==> src/hdl/pcr_pkg.sv <==
package pcr_pkg;

  // ****************************************************************
  // Command codes.
  // ****************************************************************
  localparam logic [7:0] CMD_OUTPUT_CURRENT_STATUS = 8'h7B;
  localparam logic [7:0] CMD_INPUT_STATUS = 8'h7C;
  localparam logic [7:0] CMD_TEMPERATURE_STATUS = 8'h7D;
  localparam logic [7:0] CMD_COMM_LOGIC_STATUS = 8'h7E;
  localparam logic [7:0] CMD_INPUT_VOLTAGE_READING = 8'h88;
  localparam logic [7:0] CMD_OUTPUT_VOLTAGE_READING = 8'h8B;
  localparam logic [7:0] CMD_OUTPUT_CURRENT_READING = 8'h8C;
  localparam logic [7:0] CMD_TEMPERATURE_READING = 8'h8D;
  localparam logic [7:0] CMD_MODULE_TYPE_PROTECT = 8'hD0;
  localparam logic [7:0] CMD_VOUT_READBACK_GAIN = 8'hD1;
  localparam logic [7:0] CMD_VOUT_READBACK_OFFSET = 8'hD2;
  localparam logic [7:0] CMD_VIN_READBACK_GAIN = 8'hD3;
  localparam logic [7:0] CMD_VIN_READBACK_OFFSET = 8'hD4;
  localparam logic [7:0] CMD_IOUT_READBACK_GAIN = 8'hD6;
  localparam logic [7:0] CMD_IOUT_READBACK_OFFSET = 8'hD7;
  localparam logic [7:0] CMD_FIRMWARE_REVISION = 8'hDB;

  // ****************************************************************
  // Status bit positions and implemented-bit masks.
  // ****************************************************************
  localparam int BIT_OVERCURRENT_FAULT = 7;
  localparam int BIT_OVERCURRENT_WARNING = 5;
  localparam int BIT_INPUT_OVERVOLTAGE = 7;
  localparam int BIT_INPUT_UNDERVOLTAGE = 4;
  localparam int BIT_UNIT_OFF_LOW_INPUT = 3;
  localparam int BIT_OVERTEMPERATURE_FAULT = 7;
  localparam int BIT_OVERTEMPERATURE_WARNING = 6;
  localparam int BIT_INVALID_COMMAND = 7;
  localparam int BIT_INVALID_DATA = 6;
  localparam int BIT_PACKET_CHECK_ERROR = 5;
  localparam logic [7:0] MASK_OUTPUT_CURRENT_STATUS = 8'hA0;
  localparam logic [7:0] MASK_INPUT_STATUS = 8'h98;
  localparam logic [7:0] MASK_TEMPERATURE_STATUS = 8'hC0;
  localparam logic [7:0] MASK_COMM_LOGIC_STATUS = 8'hE0;
  localparam logic [7:0] STATUS_RESET = 8'h00;

  // ****************************************************************
  // Module type word fields.
  // ****************************************************************
  localparam int NAME_MSB = 7;
  localparam int NAME_LSB = 2;
  localparam int PROTECT_BIT = 1;
  localparam logic PROTECT_RESET = 1'b1;
  localparam logic [7:0] TYPE_HIGH_BYTE = 8'h00;
  localparam logic TYPE_RESERVED_BIT = 1'b0;

  // ****************************************************************
  // Calibration limits, defaults and slots.
  // ****************************************************************
  localparam logic [15:0] GAIN_MIN = 16'h1999;
  localparam logic [15:0] GAIN_MAX = 16'h2666;
  localparam logic [15:0] GAIN_DEFAULT = 16'h2000;
  localparam logic [15:0] OFFSET_DEFAULT = 16'h0000;
  localparam int EXP_MSB = 15;
  localparam int EXP_LSB = 11;
  localparam logic [4:0] VOUT_OFFSET_EXP = 5'h14;
  localparam logic [4:0] VIN_OFFSET_EXP = 5'h1D;
  localparam logic [4:0] IOUT_OFFSET_EXP = 5'h1C;
  localparam int CAL_SLOTS = 6;
  localparam logic [2:0] SLOT_VOUT_GAIN = 3'h0;
  localparam logic [2:0] SLOT_VOUT_OFFSET = 3'h1;
  localparam logic [2:0] SLOT_VIN_GAIN = 3'h2;
  localparam logic [2:0] SLOT_VIN_OFFSET = 3'h3;
  localparam logic [2:0] SLOT_IOUT_GAIN = 3'h4;
  localparam logic [2:0] SLOT_IOUT_OFFSET = 3'h5;

  // ****************************************************************
  // Carriers.
  // ****************************************************************
  typedef struct packed {
    logic valid;
    logic write;
    logic [7:0] code;
    logic [15:0] wdata;
  } pcr_request_t;

  typedef struct packed {
    logic valid;
    logic ok;
    logic [15:0] rdata;
  } pcr_response_t;

  typedef struct packed {
    logic overcurrent_fault;
    logic overcurrent_warning;
    logic input_overvoltage;
    logic input_undervoltage;
    logic unit_off_low_input;
    logic overtemperature_fault;
    logic overtemperature_warning;
    logic packet_check_error;
  } pcr_events_t;

  typedef struct packed {
    logic [15:0] input_voltage;
    logic [15:0] output_voltage;
    logic [15:0] output_current;
    logic [15:0] temperature;
  } pcr_telemetry_t;

endpackage : pcr_pkg

==> src/hdl/pcr_status_byte.sv <==
`timescale 1ns/1ns
`default_nettype none
module pcr_status_byte #(
  parameter logic [7:0] MASK = 8'hFF
) (
  input wire logic i_clk,
  input wire logic i_reset_n,
  input wire logic [7:0] i_set,
  input wire logic [7:0] i_clear,
  output logic [7:0] o_value
);
  import pcr_pkg::*;

  // ****************************************************************
  // Sticky flags; a set in the clearing cycle wins.
  // ****************************************************************
  always_ff @(posedge i_clk or negedge i_reset_n) begin
    if (!i_reset_n) begin
      o_value <= STATUS_RESET;
    end else begin
      o_value <= ((o_value & ~i_clear) | i_set) & MASK;
    end
  end
endmodule : pcr_status_byte
`default_nettype wire

==> src/hdl/pcr_cal_store.sv <==
`timescale 1ns/1ns
`default_nettype none
module pcr_cal_store #(
  parameter int DEPTH = 6,
  parameter logic [15:0] IOUT_GAIN_DEFAULT = 16'h2000
) (
  input wire logic i_clk,
  input wire logic i_reset_n,
  input wire logic i_we,
  input wire logic [2:0] i_waddr,
  input wire logic [15:0] i_wdata,
  input wire logic [2:0] i_raddr,
  output logic [15:0] o_rdata
);
  import pcr_pkg::*;

  logic [15:0] mem [DEPTH];

  // ****************************************************************
  // Factory values restored at reset.
  // ****************************************************************
  function automatic logic [15:0] default_of(input int idx);
    if (idx == int'(SLOT_VOUT_GAIN) || idx == int'(SLOT_VIN_GAIN)) begin
      return GAIN_DEFAULT;
    end else if (idx == int'(SLOT_IOUT_GAIN)) begin
      return IOUT_GAIN_DEFAULT;
    end else begin
      return OFFSET_DEFAULT;
    end
  endfunction : default_of

  always_ff @(posedge i_clk or negedge i_reset_n) begin
    if (!i_reset_n) begin
      for (int i = 0; i < DEPTH; i++) begin
        mem[i] <= default_of(i);
      end
    end else if (i_we) begin
      mem[i_waddr] <= i_wdata;
    end
  end

  always_ff @(posedge i_clk or negedge i_reset_n) begin
    if (!i_reset_n) begin
      o_rdata <= OFFSET_DEFAULT;
    end else begin
      o_rdata <= mem[i_raddr];
    end
  end
endmodule : pcr_cal_store
`default_nettype wire

==> src/hdl/pcr_regs.sv <==
`timescale 1ns/1ns
`default_nettype none
module pcr_regs #(
  parameter logic [5:0] NAME_CODE = 6'h2A, // Arbitrary value.
  parameter logic [7:0] FIRMWARE_REVISION = 8'h10, // Arbitrary value.
  parameter logic [15:0] IOUT_GAIN_DEFAULT = 16'h2000
) (
  input wire logic i_clk,
  input wire logic i_reset_n,
  input wire pcr_pkg::pcr_request_t i_req,
  input wire pcr_pkg::pcr_events_t i_events,
  input wire pcr_pkg::pcr_telemetry_t i_telemetry,
  output pcr_pkg::pcr_response_t o_rsp,
  output logic o_write_protect
);
  import pcr_pkg::*;

  // ****************************************************************
  // Command classes.
  // ****************************************************************
  typedef enum logic [3:0] {
    KIND_OUTPUT_CURRENT_STATUS,
    KIND_INPUT_STATUS,
    KIND_TEMPERATURE_STATUS,
    KIND_COMM_LOGIC_STATUS,
    KIND_READING,
    KIND_MODULE_TYPE,
    KIND_CALIBRATION,
    KIND_FIRMWARE,
    KIND_UNKNOWN
  } pcr_kind_t;

  // ****************************************************************
  // Decoding helpers.
  // ****************************************************************
  function automatic pcr_kind_t kind_of(input logic [7:0] code);
    if (code == CMD_OUTPUT_CURRENT_STATUS) begin
      return KIND_OUTPUT_CURRENT_STATUS;
    end else if (code == CMD_INPUT_STATUS) begin
      return KIND_INPUT_STATUS;
    end else if (code == CMD_TEMPERATURE_STATUS) begin
      return KIND_TEMPERATURE_STATUS;
    end else if (code == CMD_COMM_LOGIC_STATUS) begin
      return KIND_COMM_LOGIC_STATUS;
    end else if (code == CMD_INPUT_VOLTAGE_READING || code == CMD_OUTPUT_VOLTAGE_READING ||
                 code == CMD_OUTPUT_CURRENT_READING || code == CMD_TEMPERATURE_READING) begin
      return KIND_READING;
    end else if (code == CMD_MODULE_TYPE_PROTECT) begin
      return KIND_MODULE_TYPE;
    end else if (code == CMD_VOUT_READBACK_GAIN || code == CMD_VOUT_READBACK_OFFSET ||
                 code == CMD_VIN_READBACK_GAIN || code == CMD_VIN_READBACK_OFFSET ||
                 code == CMD_IOUT_READBACK_GAIN || code == CMD_IOUT_READBACK_OFFSET) begin
      return KIND_CALIBRATION;
    end else if (code == CMD_FIRMWARE_REVISION) begin
      return KIND_FIRMWARE;
    end else begin
      return KIND_UNKNOWN;
    end
  endfunction : kind_of

  function automatic logic [2:0] slot_of(input logic [7:0] code);
    if (code == CMD_VOUT_READBACK_GAIN) begin
      return SLOT_VOUT_GAIN;
    end else if (code == CMD_VOUT_READBACK_OFFSET) begin
      return SLOT_VOUT_OFFSET;
    end else if (code == CMD_VIN_READBACK_GAIN) begin
      return SLOT_VIN_GAIN;
    end else if (code == CMD_VIN_READBACK_OFFSET) begin
      return SLOT_VIN_OFFSET;
    end else if (code == CMD_IOUT_READBACK_GAIN) begin
      return SLOT_IOUT_GAIN;
    end else begin
      return SLOT_IOUT_OFFSET;
    end
  endfunction : slot_of

  function automatic logic value_legal(input logic [2:0] slot, input logic [15:0] data);
    if (slot == SLOT_VOUT_GAIN || slot == SLOT_VIN_GAIN || slot == SLOT_IOUT_GAIN) begin
      return (data >= GAIN_MIN) && (data <= GAIN_MAX);
    end else if (slot == SLOT_VOUT_OFFSET) begin
      return data[EXP_MSB:EXP_LSB] == VOUT_OFFSET_EXP;
    end else if (slot == SLOT_VIN_OFFSET) begin
      return data[EXP_MSB:EXP_LSB] == VIN_OFFSET_EXP;
    end else begin
      return data[EXP_MSB:EXP_LSB] == IOUT_OFFSET_EXP;
    end
  endfunction : value_legal

  function automatic logic [15:0] reading_of(input logic [7:0] code,
                                             input pcr_telemetry_t tel);
    if (code == CMD_INPUT_VOLTAGE_READING) begin
      return tel.input_voltage;
    end else if (code == CMD_OUTPUT_VOLTAGE_READING) begin
      return tel.output_voltage;
    end else if (code == CMD_OUTPUT_CURRENT_READING) begin
      return tel.output_current;
    end else begin
      return tel.temperature;
    end
  endfunction : reading_of

  // ****************************************************************
  // Request classification.
  // ****************************************************************
  pcr_kind_t kind;
  logic [2:0] slot;
  logic is_write;
  logic cal_reject;
  logic write_reject;
  logic cal_accept;
  logic [7:0] clear_byte;
  logic [5:0] name_code;
  logic write_protect_enable;

  always_comb begin
    kind = kind_of(i_req.code);
    slot = slot_of(i_req.code);
    is_write = i_req.valid && i_req.write;
    cal_reject = write_protect_enable || !value_legal(slot, i_req.wdata);
    cal_accept = is_write && (kind == KIND_CALIBRATION) && !cal_reject;
    write_reject = is_write && (((kind == KIND_CALIBRATION) && cal_reject) ||
                                (kind == KIND_READING) || (kind == KIND_FIRMWARE));
    clear_byte = i_req.wdata[7:0];
  end

  // ****************************************************************
  // Status bytes.
  // ****************************************************************
  logic [7:0] oc_set;
  logic [7:0] oc_clear;
  logic [7:0] in_set;
  logic [7:0] in_clear;
  logic [7:0] tp_set;
  logic [7:0] tp_clear;
  logic [7:0] cm_set;
  logic [7:0] cm_clear;
  logic [7:0] output_current_status;
  logic [7:0] input_status;
  logic [7:0] temperature_status;
  logic [7:0] comm_logic_status;

  always_comb begin
    oc_set = STATUS_RESET;
    oc_set[BIT_OVERCURRENT_FAULT] = i_events.overcurrent_fault;
    oc_set[BIT_OVERCURRENT_WARNING] = i_events.overcurrent_warning;
    in_set = STATUS_RESET;
    in_set[BIT_INPUT_OVERVOLTAGE] = i_events.input_overvoltage;
    in_set[BIT_INPUT_UNDERVOLTAGE] = i_events.input_undervoltage;
    in_set[BIT_UNIT_OFF_LOW_INPUT] = i_events.unit_off_low_input;
    tp_set = STATUS_RESET;
    tp_set[BIT_OVERTEMPERATURE_FAULT] = i_events.overtemperature_fault;
    tp_set[BIT_OVERTEMPERATURE_WARNING] = i_events.overtemperature_warning;
    cm_set = STATUS_RESET;
    cm_set[BIT_INVALID_COMMAND] = i_req.valid && (kind == KIND_UNKNOWN);
    cm_set[BIT_INVALID_DATA] = write_reject;
    cm_set[BIT_PACKET_CHECK_ERROR] = i_events.packet_check_error;
    oc_clear = (is_write && kind == KIND_OUTPUT_CURRENT_STATUS) ? clear_byte : STATUS_RESET;
    in_clear = (is_write && kind == KIND_INPUT_STATUS) ? clear_byte : STATUS_RESET;
    tp_clear = (is_write && kind == KIND_TEMPERATURE_STATUS) ? clear_byte : STATUS_RESET;
    cm_clear = (is_write && kind == KIND_COMM_LOGIC_STATUS) ? clear_byte : STATUS_RESET;
  end

  pcr_status_byte #(.MASK(MASK_OUTPUT_CURRENT_STATUS)) u_output_current_status (
    .i_clk(i_clk),
    .i_reset_n(i_reset_n),
    .i_set(oc_set),
    .i_clear(oc_clear),
    .o_value(output_current_status)
  );

  pcr_status_byte #(.MASK(MASK_INPUT_STATUS)) u_input_status (
    .i_clk(i_clk),
    .i_reset_n(i_reset_n),
    .i_set(in_set),
    .i_clear(in_clear),
    .o_value(input_status)
  );

  pcr_status_byte #(.MASK(MASK_TEMPERATURE_STATUS)) u_temperature_status (
    .i_clk(i_clk),
    .i_reset_n(i_reset_n),
    .i_set(tp_set),
    .i_clear(tp_clear),
    .o_value(temperature_status)
  );

  pcr_status_byte #(.MASK(MASK_COMM_LOGIC_STATUS)) u_comm_logic_status (
    .i_clk(i_clk),
    .i_reset_n(i_reset_n),
    .i_set(cm_set),
    .i_clear(cm_clear),
    .o_value(comm_logic_status)
  );

  // ****************************************************************
  // Module type word.
  // ****************************************************************
  always_ff @(posedge i_clk or negedge i_reset_n) begin
    if (!i_reset_n) begin
      write_protect_enable <= PROTECT_RESET;
    end else if (is_write && kind == KIND_MODULE_TYPE) begin
      write_protect_enable <= i_req.wdata[PROTECT_BIT];
    end
  end

  always_ff @(posedge i_clk or negedge i_reset_n) begin
    if (!i_reset_n) begin
      name_code <= NAME_CODE;
    end else if (is_write && kind == KIND_MODULE_TYPE) begin
      name_code <= i_req.wdata[NAME_MSB:NAME_LSB];
    end
  end

  always_ff @(posedge i_clk or negedge i_reset_n) begin
    if (!i_reset_n) begin
      o_write_protect <= PROTECT_RESET;
    end else begin
      o_write_protect <= write_protect_enable;
    end
  end

  // ****************************************************************
  // Calibration store.
  // ****************************************************************
  logic [15:0] cal_rdata;

  pcr_cal_store #(.DEPTH(CAL_SLOTS), .IOUT_GAIN_DEFAULT(IOUT_GAIN_DEFAULT)) u_cal_store (
    .i_clk(i_clk),
    .i_reset_n(i_reset_n),
    .i_we(cal_accept),
    .i_waddr(slot),
    .i_wdata(i_req.wdata),
    .i_raddr(slot),
    .o_rdata(cal_rdata)
  );

  // ****************************************************************
  // First stage: remember what was asked.
  // ****************************************************************
  logic p1_valid;
  logic p1_write;
  logic p1_ok;
  pcr_kind_t p1_kind;
  logic [15:0] p1_reading;

  always_ff @(posedge i_clk or negedge i_reset_n) begin
    if (!i_reset_n) begin
      p1_valid <= 1'b0;
      p1_write <= 1'b0;
      p1_ok <= 1'b0;
      p1_kind <= KIND_UNKNOWN;
    end else begin
      p1_valid <= i_req.valid;
      p1_write <= i_req.write;
      p1_ok <= (kind != KIND_UNKNOWN) && !write_reject;
      p1_kind <= kind;
    end
  end

  always_ff @(posedge i_clk or negedge i_reset_n) begin
    if (!i_reset_n) begin
      p1_reading <= OFFSET_DEFAULT;
    end else begin
      p1_reading <= reading_of(i_req.code, i_telemetry);
    end
  end

  // ****************************************************************
  // Second stage: answer.
  // ****************************************************************
  logic [15:0] next_rdata;

  always_comb begin
    next_rdata = OFFSET_DEFAULT;
    case (p1_kind)
      KIND_OUTPUT_CURRENT_STATUS: begin
        next_rdata = {TYPE_HIGH_BYTE, output_current_status};
      end
      KIND_INPUT_STATUS: begin
        next_rdata = {TYPE_HIGH_BYTE, input_status};
      end
      KIND_TEMPERATURE_STATUS: begin
        next_rdata = {TYPE_HIGH_BYTE, temperature_status};
      end
      KIND_COMM_LOGIC_STATUS: begin
        next_rdata = {TYPE_HIGH_BYTE, comm_logic_status};
      end
      KIND_READING: begin
        next_rdata = p1_reading;
      end
      KIND_MODULE_TYPE: begin
        next_rdata = {TYPE_HIGH_BYTE, name_code, write_protect_enable, TYPE_RESERVED_BIT};
      end
      KIND_CALIBRATION: begin
        next_rdata = cal_rdata;
      end
      KIND_FIRMWARE: begin
        next_rdata = {TYPE_HIGH_BYTE, FIRMWARE_REVISION};
      end
      default: begin
        next_rdata = OFFSET_DEFAULT;
      end
    endcase
  end

  always_ff @(posedge i_clk or negedge i_reset_n) begin
    if (!i_reset_n) begin
      o_rsp <= '0;
    end else begin
      o_rsp.valid <= p1_valid;
      o_rsp.ok <= p1_valid && p1_ok;
      o_rsp.rdata <= (p1_valid && !p1_write) ? next_rdata : OFFSET_DEFAULT;
    end
  end
endmodule : pcr_regs
`default_nettype wire

==> config.mk <==
export PLATFORM = sky130hd
export DESIGN_NAME = pcr_regs
export DESIGN_NICKNAME = d
export VERILOG_FILES = /design/src/hdl/pcr_pkg.sv /design/src/hdl/pcr_status_byte.sv /design/src/hdl/pcr_cal_store.sv /design/src/hdl/pcr_regs.sv
export SDC_FILE = /design/constraint.sdc
export NUM_CORES = 1
export LEC_CHECK = 0
export ABC_AREA = 1
export BUFFER_PORTS_ARGS = -buffer_cell sky130_fd_sc_hd__buf_4
export CAP_MARGIN = 20
export CELL_PAD_IN_SITES_DETAIL_PLACEMENT = 0
export CELL_PAD_IN_SITES_GLOBAL_PLACEMENT = 1
export CORE_ASPECT_RATIO = 0.6
export CORE_MARGIN = 10
export CORE_UTILIZATION = 30
export CTS_CLUSTER_SIZE = 28
export DETAILED_ROUTE_END_ITERATION = 7
export PLACE_DENSITY = 0.6
export SYNTH_ARGS = -nofsm -noshare
export SYNTH_HDL_FRONTEND = slang
export SYNTH_HIERARCHICAL = 1
export SYNTH_SLANG_ARGS = --single-unit
==> constraint.sdc <==
create_clock -name i_clk -period 1.6 [get_ports i_clk]
set_clock_uncertainty 0.2 [all_clocks]
set_input_delay 0.16 -clock i_clk [delete_from_list [all_inputs] [get_ports i_clk]]
set_output_delay 0.16 -clock i_clk [all_outputs]
set_load 0.005 [all_outputs]
==> flow_metrics.py, run 1 <==
metrics = {
    "status": {
        "outcome": "finished with violations",
        "violations": "setup timing",
    },
    "place": {
        "dp.cells": 1700,
        "dpl.hpwl_mm": 21.4,
        "port_buffers": 118,
        "postPlaceCellArea_um2": 10900,
        "place_congestion": 0.820,
    },
    "finish": {
        "antennaDiodeCount": 0,
        "nets": 1563,
        "synthToLayoutAreaGrowth_pct": 58.6,
        "finalNonFillerCells": 1851,
        "final_area_um2": 13700,
        "drive_above_1_share_pct": 35.7,
    },
    "detailed_routing": {
        "highest_layer": "met4",
        "drtPass1Iterations": 5,
        "drc": 0,
        "ant_nets": 0,
        "wl_mm": 32.2,
        "drt_iter0_drc": 758,
        "routed_via_density": 4.63,
        "wl_met3_mm": 2.24,
        "num_vias": 8573,
        "wl_met2_mm": 12.6,
        "wl_met1_mm": 17.1,
        "wl_per_cell_um": 17.4,
    },
    "worst_setup_path": {
        "required_ns": 1.73,
        "worstSetupPathType": "in -> reg",
        "worstReg2RegEnd": "o_rsp[2]$_DFF_PN0_",
        "r2r_start": "p1_kind[3]$_DFF_PN1_",
        "crit_path_start": "i_req[21]",
        "cp_cell_sequence": "buf_6 -> inv_4 -> nand2_4 -> buf_12 -> nor2_4 -> buf_4 -> nand3_1 -> nand3_1 -> o21ai_4 -> nor2_4 -> nand2_2 -> clkinv_4 -> nand2_8 -> clkbuf_16 -> nand2_4 -> o21ai_2",
        "rrSetupSlack_ns": -0.11,
        "startpoint_type": "primary input",
        "r2r_cells": 9,
        "crit_fanout": 8,
        "worst_path_largest_cell_delay_ns": 0.21,
        "end_kind": "flop",
        "cp.arrival_ns": 1.92,
        "crit_slowest_cell": "clkbuf_16",
    },
    "job": {
        "cap_violations": 0,
    },
    "timing": {
        "fin_crit_sh_pct": 112,
        "finalSetupTns_ns": -14.98,
        "min_period_ns": 1.80,
        "hold_violations": 0,
        "maxSlewViolCount": 0,
        "setup_viol": 120,
        "fin_hold_ws_ns": 0.0209,
        "rsz0062_at_grt": "yes",
        "fin_ws_ns": -0.198,
        "fmax_ghz": 0.556,
    },
    "floorplanning": {
        "core-area_um2": 28600,
        "die_height_um": 152,
        "start_util_pct": 30.3,
        "row_count": 48,
        "die_area_um2": 36300,
        "ios": 119,
        "fp.dieW_um": 239,
    },
    "clock_tree": {
        "clk_path_buf_depth": 2,
        "clkSlewWorstSetupHoldPaths_ns": 0.07,
        "clockRootBuffer": "clkbuf_16",
        "clock-sinks": 171,
        "cts_tree": "yes",
        "ctsHtreeMaxLevel": 4,
        "numCtsBuffers": 17,
        "clkLatencyLatePin_ns": 0.45,
    },
    "global_routing": {
        "grt_max_degree": 45,
        "grt_pass1_wl_mm": 47.1,
        "antenna_found_initial": 1,
        "track_usage_pct": 16.8,
        "grt_pass1_vias": 8043,
        "grt-ovfl-total": 0,
    },
    "power_and_ir_drop": {
        "power.density_nw_per_um2": 711,
        "pwr-share-seq_pct": 45.1,
        "power.internal_w": 0.00733,
        "netSwitchingFraction_pct": 25.1,
        "p_sw_w": 0.00245,
        "p_clk_share_pct": 44.4,
        "peakVddDrop_mv": 0.588,
        "power_frac_comb_pct": 10.5,
        "p_leak_nw": 6.79,
    },
    "min_path": {
        "whs_path_depth": 4,
        "worst_hold_path.endpoint": "u_cal_store/mem[34]$_DFFE_PN0P_",
        "min-delay-start": "i_req[2]",
        "holdCritPathClass": "in -> reg",
    },
    "synthesis": {
        "syn-mean-instance-area_um2": 7.62,
        "synth_warnings": 6,
        "syn_inst": 1137,
        "syn_area_um2": 8670,
    },
}
-- stage by stage --
step	utilization, %	setup WS, ns	total power (W)
2_1_floorplan	-	-0.450	0.00474
3_3_place_gp	38.1	-0.760	0.00526
3_5_place_dp	38.1	-0.797	0.00526
4_1_cts	44.2	-0.119	0.00984
5_1_grt	48.1	-0.296	0.0102
6_report	48.1	-0.198	0.00978
-- per-layer routing --
layer / vias up / track usage, %
li1: 4213 / -
met1: 4088 / 26.6
met2: 251 / 22.3
met3: 21 / 3.70
met4: 0 / 3.58
met5: - / 0
-- worst max path at each step --
stage                                 endpoint  slack [ns]  cells after the start
3_3_place_gp   u_cal_store/mem[88]$_DFFE_PN0P_       -0.76                     16
3_5_place_dp   u_cal_store/mem[56]$_DFFE_PN0P_       -0.80                     16
2_1_floorplan  u_cal_store/mem[81]$_DFFE_PN0P_       -0.45                     16
4_1_cts        u_cal_store/mem[56]$_DFFE_PN0P_       -0.12                     16
5_1_grt        u_cal_store/mem[50]$_DFFE_PN0P_       -0.30                     16
6_report       u_cal_store/mem[75]$_DFFE_PN0P_       -0.20                     16
-- layout by cell type (no fill, tap or decap), types with 20 or more instances in the layout --
cell,instances
inv_1,143
nand2_2,60
clkbuf_16,25
dfrtp_1,162
nor2_1,48
buf_6,20
nand2_4,36
o21ai_0,30
o21ai_1,59
nand2_1,262
buf_12,27
o211ai_1,34
conb_1,22
dlygate4sd3_1,85
buf_4,214
nand3_1,64
-- power groups by stage --
stage                     combinational [W]  clock [W]  sequential, W
after global routing                0.00112    0.00462        0.00441
final                               0.00103    0.00434        0.00441
after floorplan                    0.000266          0        0.00447
after CTS                          0.000977    0.00446        0.00440
after global placement             0.000775          0        0.00448
after detailed placement           0.000776          0        0.00448
-- cell type report --
cell class                      instances  area [µm²]
Fill cell                            2794       14800
Sequential cell                       171        4290
Multi-Input combinational cell        749        4230
Timing Repair Buffer                  359        3500
Inverter                              165         652
Tap cell                              375         469
Clock buffer                           19         453
Clock inverter                         13         155
-- state kept, by name, summed over array words and instances (netlist names) --
| signal | count |
|---|---|
| write_protect_enable | 1 |
| u_temperature_status/o_value | 2 |
| p1_write | 1 |
| u_input_status/o_value | 3 |
| p1_valid | 1 |
| name_code | 6 |
| o_write_protect | 1 |
| u_cal_store/mem | 96 |
| u_output_current_status/o_value | 2 |
| o_rsp | 18 |
| p1_ok | 1 |
| u_comm_logic_status/o_value | 3 |
| u_cal_store/o_rdata | 16 |
| p1_reading | 16 |
| p1_kind | 4 |
-- critical path, delay by kind of cell --
family,cells,cell delay (ns)
AOI/OAI and AO/OA,2,0.13
buffers and inverters,6,0.73
and+or+nand+nor,8,0.90
-- what timing repair did --
item / 4_1_cts / 5_1_grt
setup buffers: 5 / 21
endpoints found under the hold margin: 229 / 0
hold buffers: 85 / 0
pin swaps: 14 / 56
setup endpoints to repair: 129 / 135
gates resized for setup: 73 / 244
gates cloned: 3 / 10
Note: power is estimated with default switching activity, not from simulation.
==> run 2, diff against run 1 <==
- SYNTH_HIERARCHICAL: 1 -> not set
- TNS_END_PERCENT: not set -> 20
==> flow_metrics.py, run 2 <==
metrics = {
    "status": {
        "outcome": "finished with violations",
        "violations": "setup timing",
    },
    "worst_setup_path": {
        "crit_fanout": 6,
        "cp_cell_sequence": "buf_12 -> inv_12 -> nand2_4 -> nor2_4 -> nand4_1 -> nand2_2 -> buf_6 -> nand3_4 -> nand2_8 -> buf_12 -> nand4_4 -> clkbuf_16 -> nand2_4 -> nand2_2",
        "worstSetupPathType": "in -> reg",
        "rrSetupSlack_ns": -0.06,
        "r2r_start": "write_protect_enable$_DFFE_PN1P_",
        "path_buf_inv": 5,
        "crit_path_start": "i_req[21]",
        "required_ns": 1.74,
        "cp.arrival_ns": 1.81,
        "r2r_cells": 7,
        "crit_family": "simple AND/OR/NAND/NOR gates",
        "startpoint_type": "primary input",
        "worst_path_largest_cell_delay_ns": 0.22,
        "end_kind": "flop",
        "crit_slowest_cell": "clkbuf_16",
        "worstReg2RegEnd": "u_cal_store.mem[4]$_DFFE_PN0P_",
    },
    "floorplanning": {
        "core-area_um2": 27500,
        "row_count": 47,
        "die_height_um": 149,
        "fp.dieW_um": 236,
        "start_util_pct": 30.5,
        "ios": 119,
        "die_area_um2": 35200,
    },
    "synthesis": {
        "ys_ff_latch": 171,
        "yosysMostFrequentCell": "nand2_1",
        "synthTopCellsByArea": "dfrtp_1 48%, nand2_1 15%, nand3_1 9.9%",
        "synth_common_cells": "330 x nand2_1, 166 x nand3_1, 162 x dfrtp_1, 69 x inv_1, 50 x nor2_1",
        "syn-mean-instance-area_um2": 8.17,
        "yosys.area.top_type_share_pct": 48.4,
        "syn-num-nets": 1126,
        "syn_inst": 1026,
        "seq_area_frac_synth_pct": 51.2,
        "synth_edf_count": 0,
        "syn_area_um2": 8380,
        "ys_types": 39,
        "synth_async_sr_flop_share_pct": 100,
        "synth.largest_area_cell": "dfrtp_1",
        "synth-main-ff-cell": "dfrtp_1",
        "synth_warnings": 0,
    },
    "timing": {
        "min_period_ns": 1.67,
        "fin_ws_ns": -0.0671,
        "fmax_ghz": 0.600,
        "fin_crit_sh_pct": 104,
        "maxSlewViolCount": 0,
        "setup_viol": 67,
        "rsz0062_at_grt": "yes",
        "hold_violations": 0,
        "tightestPinTransition_ns": 0.642,
        "finalSetupTns_ns": -1.92,
        "relSlewSlack_pct": 57.2,
    },
    "finish": {
        "drive_above_1_share_pct": 32.3,
        "reg_top3": "u_cal_store.mem (96), o_rsp (18)",
        "regMostFlops": "u_cal_store.mem",
        "layout_common_cells": "292 x nand2_1, 255 x buf_4, 162 x dfrtp_1, 161 x nand3_1, 95 x dlygate4sd3_1",
        "final_common_cell": "nand2_1",
        "synthToLayoutAreaGrowth_pct": 55.6,
        "largest_reg_flops": 96,
        "nets": 1473,
        "num-fill-cells": 2708,
        "finalNonFillerCells": 1755,
        "final_area_um2": 13000,
    },
    "detailed_routing": {
        "wl_mm": 32.1,
        "routed_via_density": 4.81,
        "drtPass1Iterations": 6,
        "drt_iter0_drc": 761,
        "drc": 0,
        "num_vias": 8435,
        "ant_nets": 0,
        "wl_per_cell_um": 18.3,
    },
    "clock_tree": {
        "clk_path_buf_depth": 2,
        "ctsHtreeMaxLevel": 4,
        "clkLatencyLatePin_ns": 0.45,
        "cts_tree": "yes",
        "numCtsBuffers": 17,
        "clock-sinks": 171,
        "clockRootBuffer": "clkbuf_16",
        "clkSlewWorstSetupHoldPaths_ns": 0.07,
    },
    "place": {
        "postPlaceCellArea_um2": 10800,
        "port_buffers": 118,
        "dp.cells": 1600,
        "place_congestion": 0.832,
        "dpl.hpwl_mm": 22.3,
    },
    "global_routing": {
        "grt_pass1_vias": 8102,
        "grt_pass1_wl_mm": 48.2,
        "grt-ovfl-total": 0,
        "grt_max_degree": 38,
        "antenna_found_initial": 0,
        "track_usage_pct": 17.4,
    },
    "power_and_ir_drop": {
        "p_leak_nw": 6.43,
        "power.density_nw_per_um2": 741,
        "peakVddDrop_mv": 0.675,
    },
    "job": {
        "cap_violations": 0,
    },
    "min_path": {
        "holdCritPathClass": "in -> async",
    },
}
==> run 2: layout make-up <==
cell class / instances / area, µm² / share of cell area [%]
diodes: 2 / 5.00 / 0.0384
well taps: 367 / 459 / 3.52
repair buffers: 391 / 3640 / 27.9
multi-input cells: 706 / 3720 / 28.5
inverters: 86 / 343 / 2.63
flip-flops and latches: 171 / 4290 / 32.9
clock inverters: 12 / 136 / 1.05
clock buffers: 20 / 457 / 3.50
==> run 2: worst max-delay path by stage <==
stage,to,cells after the start
2_1_floorplan,u_cal_store.mem[91]$_DFFE_PN0P_,14
3_3_place_gp,u_cal_store.mem[6]$_DFFE_PN0P_,13
3_5_place_dp,u_cal_store.mem[12]$_DFFE_PN0P_,13
4_1_cts,u_cal_store.mem[59]$_DFFE_PN0P_,13
5_1_grt,u_cal_store.mem[3]$_DFFE_PN0P_,14
6_report,u_cal_store.mem[10]$_DFFE_PN0P_,14
==> run 2: power by group <==
| group | total [W] | leakage [nW] | switching, W | internal (W) |
|---|---|---|---|---|
| combinational | 0.00102 | 3.95 | 0.000479 | 0.000544 |
| sequential | 0.00440 | 2.20 | 0.0000219 | 0.00438 |
| clock | 0.00424 | 0.283 | 0.00185 | 0.00239 |
| total | 0.00967 | 6.43 | 0.00235 | 0.00732 |
==> run 2: kinds of logic (layout without fill, tap and decap cells) <==
group | count (synthesis) | in the layout | synth area share (%)
flip-flops | 171 | 171 | 51.2
other | 0 | 2 | 0
AND/OR/NAND/NOR | 582 | 582 | 31.3
multiplexers | 1 | 1 | 0.134
buffers and inverters | 149 | 509 | 8.17
AO/OA/AOI/OAI | 123 | 123 | 9.24
==> run 2: what timing repair did <==
item | CTS | global route
pin swaps | 11 | 32
setup buffers | 6 | 13
resized for setup | 13 | 86
hold buffers | 95 | 0
cloned | 0 | 7
endpoints found under the setup margin | 85 | 128
hold endpoints to repair | 268 | 0
==> run 2: stage by stage <==
step	hold WS [ns]	utilization, %	total power, W	worst slack [ns]
finish	0.0158	47.4	0.00967	-0.0671
global route	0.0172	47.4	0.0100	-0.166
CTS	0.000746	45.2	0.00970	-0.00382
detailed placement	-0.0983	39.3	0.00527	-0.556
global placement	-0.0987	39.3	0.00527	-0.543
floorplan	-0.336	-	0.00470	-0.188
==> run 2: worst reg2reg max path, stage by stage (launching register included) <==
cell and delay (ns):
dfstp_2 0.37, inv_1 0.20, nand3_2 0.18, nor2_8 0.17, buf_12 0.15, clkbuf_16 0.17
nand3_1 0.08, nand2_2 0.08
==> run 2: routing by layer <==
metal | GRT usage [%] | wire length [µm] | part of all wire (%)
met1 | 26.1 | 16500 | 51
met2 | 24.9 | 13800 | 43
met3 | 3.28 | 1380 | 4.3
met4 | 4.63 | 450 | 1.4
met5 | 0 | 0 | 0
==> run 3, diff against run 2 <==
- CORE_UTILIZATION: 30 -> 43
- HOLD_SLACK_MARGIN: not set -> 0.08
- PLACE_DENSITY: 0.6 -> 0.78
- clock period: 1.6 -> 1.8 ns (I/O delays scaled with it)
==> flow_metrics.py, run 3 (synthesized netlist as in run 2, its figures left out) <==
metrics = {
    "status": {
        "outcome": "completed",
    },
    "timing": {
        "fmax_ghz": 0.589,
        "setup_viol": 0,
        "fin_crit_sh_pct": 94.3,
        "tightestPinTransition_ns": 0.596,
        "hold_violations": 0,
        "fin_ws_ns": 0.102,
        "maxSlewViolCount": 0,
        "min_period_ns": 1.70,
        "fin_hold_ws_ns": 0.126,
        "rsz0062_at_grt": "yes",
        "relSlewSlack_pct": 60.2,
    },
    "clock_tree": {
        "clk_path_buf_depth": 2,
        "cts_tree": "yes",
        "clkLatencyLatePin_ns": 0.44,
        "clock-sinks": 171,
        "clockRootBuffer": "clkbuf_16",
        "ctsHtreeMaxLevel": 4,
        "numCtsBuffers": 17,
        "clkSlewWorstSetupHoldPaths_ns": 0.06,
    },
    "floorplanning": {
        "start_util_pct": 43.9,
        "die_area_um2": 25700,
        "core-area_um2": 19100,
        "die_height_um": 128,
        "ios": 119,
        "row_count": 39,
        "fp.dieW_um": 200,
    },
    "detailed_routing": {
        "drtPass1Iterations": 5,
        "drc": 0,
        "routed_via_density": 5.14,
        "wl_mm": 28.8,
        "wl_per_cell_um": 17.8,
        "ant_nets": 0,
        "drt_iter0_drc": 744,
        "num_vias": 8292,
    },
    "global_routing": {
        "grt_max_degree": 43,
        "grt-ovfl-total": 0,
        "grt_pass1_wl_mm": 45.5,
        "antenna_found_initial": 1,
        "grt_pass1_vias": 8076,
        "track_usage_pct": 22.4,
    },
    "finish": {
        "synthToLayoutAreaGrowth_pct": 45.5,
        "nets": 1431,
        "reg_top3": "u_cal_store.mem (96), o_rsp (18)",
        "largest_reg_flops": 96,
        "layout_common_cells": "328 x nand2_1, 225 x buf_4, 165 x nand3_1, 162 x dfrtp_1, 101 x dlygate4sd3_1",
        "drive_above_1_share_pct": 25.3,
        "final_common_cell": "nand2_1",
        "regMostFlops": "u_cal_store.mem",
    },
    "worst_setup_path": {
        "crit_path_start": "i_req[0]",
        "r2r_cells": 7,
        "startpoint_type": "primary input",
        "worstSetupPathType": "in -> reg",
        "worstReg2RegEnd": "o_rsp[13]$_DFF_PN0_",
        "crit_slowest_cell": "nor2_1",
        "crit_fanout": 8,
        "end_kind": "flop",
        "required_ns": 1.92,
        "rrSetupSlack_ns": 0.16,
        "cp.arrival_ns": 1.82,
        "worst_path_largest_cell_delay_ns": 0.26,
        "r2r_start": "p1_kind[2]$_DFF_PN0_",
        "crit_top_cell": "nand2_1",
        "cp_cell_sequence": "buf_4 -> inv_1 -> nand4_1 -> nor2_1 -> nand2_1 -> nand2_1 -> nand3_2 -> nand2_8 -> nand4_4 -> buf_12 -> nand2_1 -> nand2_1",
    },
    "min_path": {
        "holdCritPathClass": "in -> reg",
        "worst_hold_path.endpoint": "p1_kind[2]$_DFF_PN0_",
        "min-delay-start": "i_req[16]",
        "whs_path_depth": 4,
    },
    "power_and_ir_drop": {
        "peakVddDrop_mv": 0.909,
        "p_leak_nw": 6.11,
        "power.density_nw_per_um2": 705,
        "finalPower_w": 0.00860,
    },
    "place": {
        "dpl.hpwl_mm": 19.4,
        "dp_slack_ns": -0.440,
        "place_congestion": 0.864,
        "port_buffers": 118,
    },
    "job": {
        "cap_violations": 0,
    },
}
run 3: worst max-delay path: cells and delay by family:
| family | cells | cell delay [ns] |
|---|---|---|
| buffers and inverters | 3 | 0.40 |
| AND/OR/NAND/NOR | 9 | 1.23 |
run 3: worst max path at each step:
stage | end | slack [ns] | depth (start not counted)
global placement | u_cal_store.mem[0]$_DFFE_PN0P_ | -0.40 | 13
global route | u_cal_store.mem[17]$_DFFE_PN0P_ | -0.007 | 13
CTS | o_rsp[7]$_DFF_PN0_ | 0.005 | 5
finish | u_cal_store.mem[0]$_DFFE_PN0P_ | 0.10 | 12
detailed placement | u_cal_store.mem[0]$_DFFE_PN0P_ | -0.44 | 13
floorplan | u_cal_store.mem[91]$_DFFE_PN0P_ | -0.008 | 14
run 3: layout make-up:
class / instances / area (µm²)
Clock buffer: 23 / 478
Timing Repair Buffer: 346 / 3080
Fill cell: 1555 / 6890
Clock inverter: 9 / 136
Sequential cell: 171 / 4290
Inverter: 86 / 338
Multi-Input combinational cell: 709 / 3530
Antenna cell: 3 / 7.51
Tap cell: 266 / 333
run 3: metrics by stage:
| stage | cells | TNS [ns] | utilization, % | instance area, µm² |
|---|---|---|---|---|
| floorplan | 1026 | -0.330 | - | 8410 |
| global placement | 1469 | -34.64 | 54.6 | 10400 |
| detailed placement | 1469 | -37.08 | 54.6 | 10400 |
| CTS | 1602 | 0 | 63.1 | 12000 |
| global route | 1611 | -0.0238 | 63.9 | 12200 |
| finish | 1613 | 0 | 63.9 | 12200 |
run 3: what timing repair did:
action | 4_1_cts | 5_1_grt
hold buffers | 101 | 1
setup buffers | 0 | 4
endpoints found under the setup margin | 0 | 103
resized for setup | 0 | 15
endpoints found under the hold margin | 281 | 2
run 3: report_power, final:
part           switching (W)  internal (W)  total [W]
clock                0.00153       0.00230    0.00383
combinational       0.000409      0.000448   0.000857
sequential         0.0000203       0.00390    0.00392
run 3: routing by layer:
layer / routed length [µm] / GRT usage [%] / up-vias
li1: - / - / 4007
met4: 454 / 6.48 / 0
met1: 13700 / 31.8 / 3975
met5: 0 / 0 / -
met2: 12800 / 33.3 / 278
met3: 1780 / 5.07 / 32
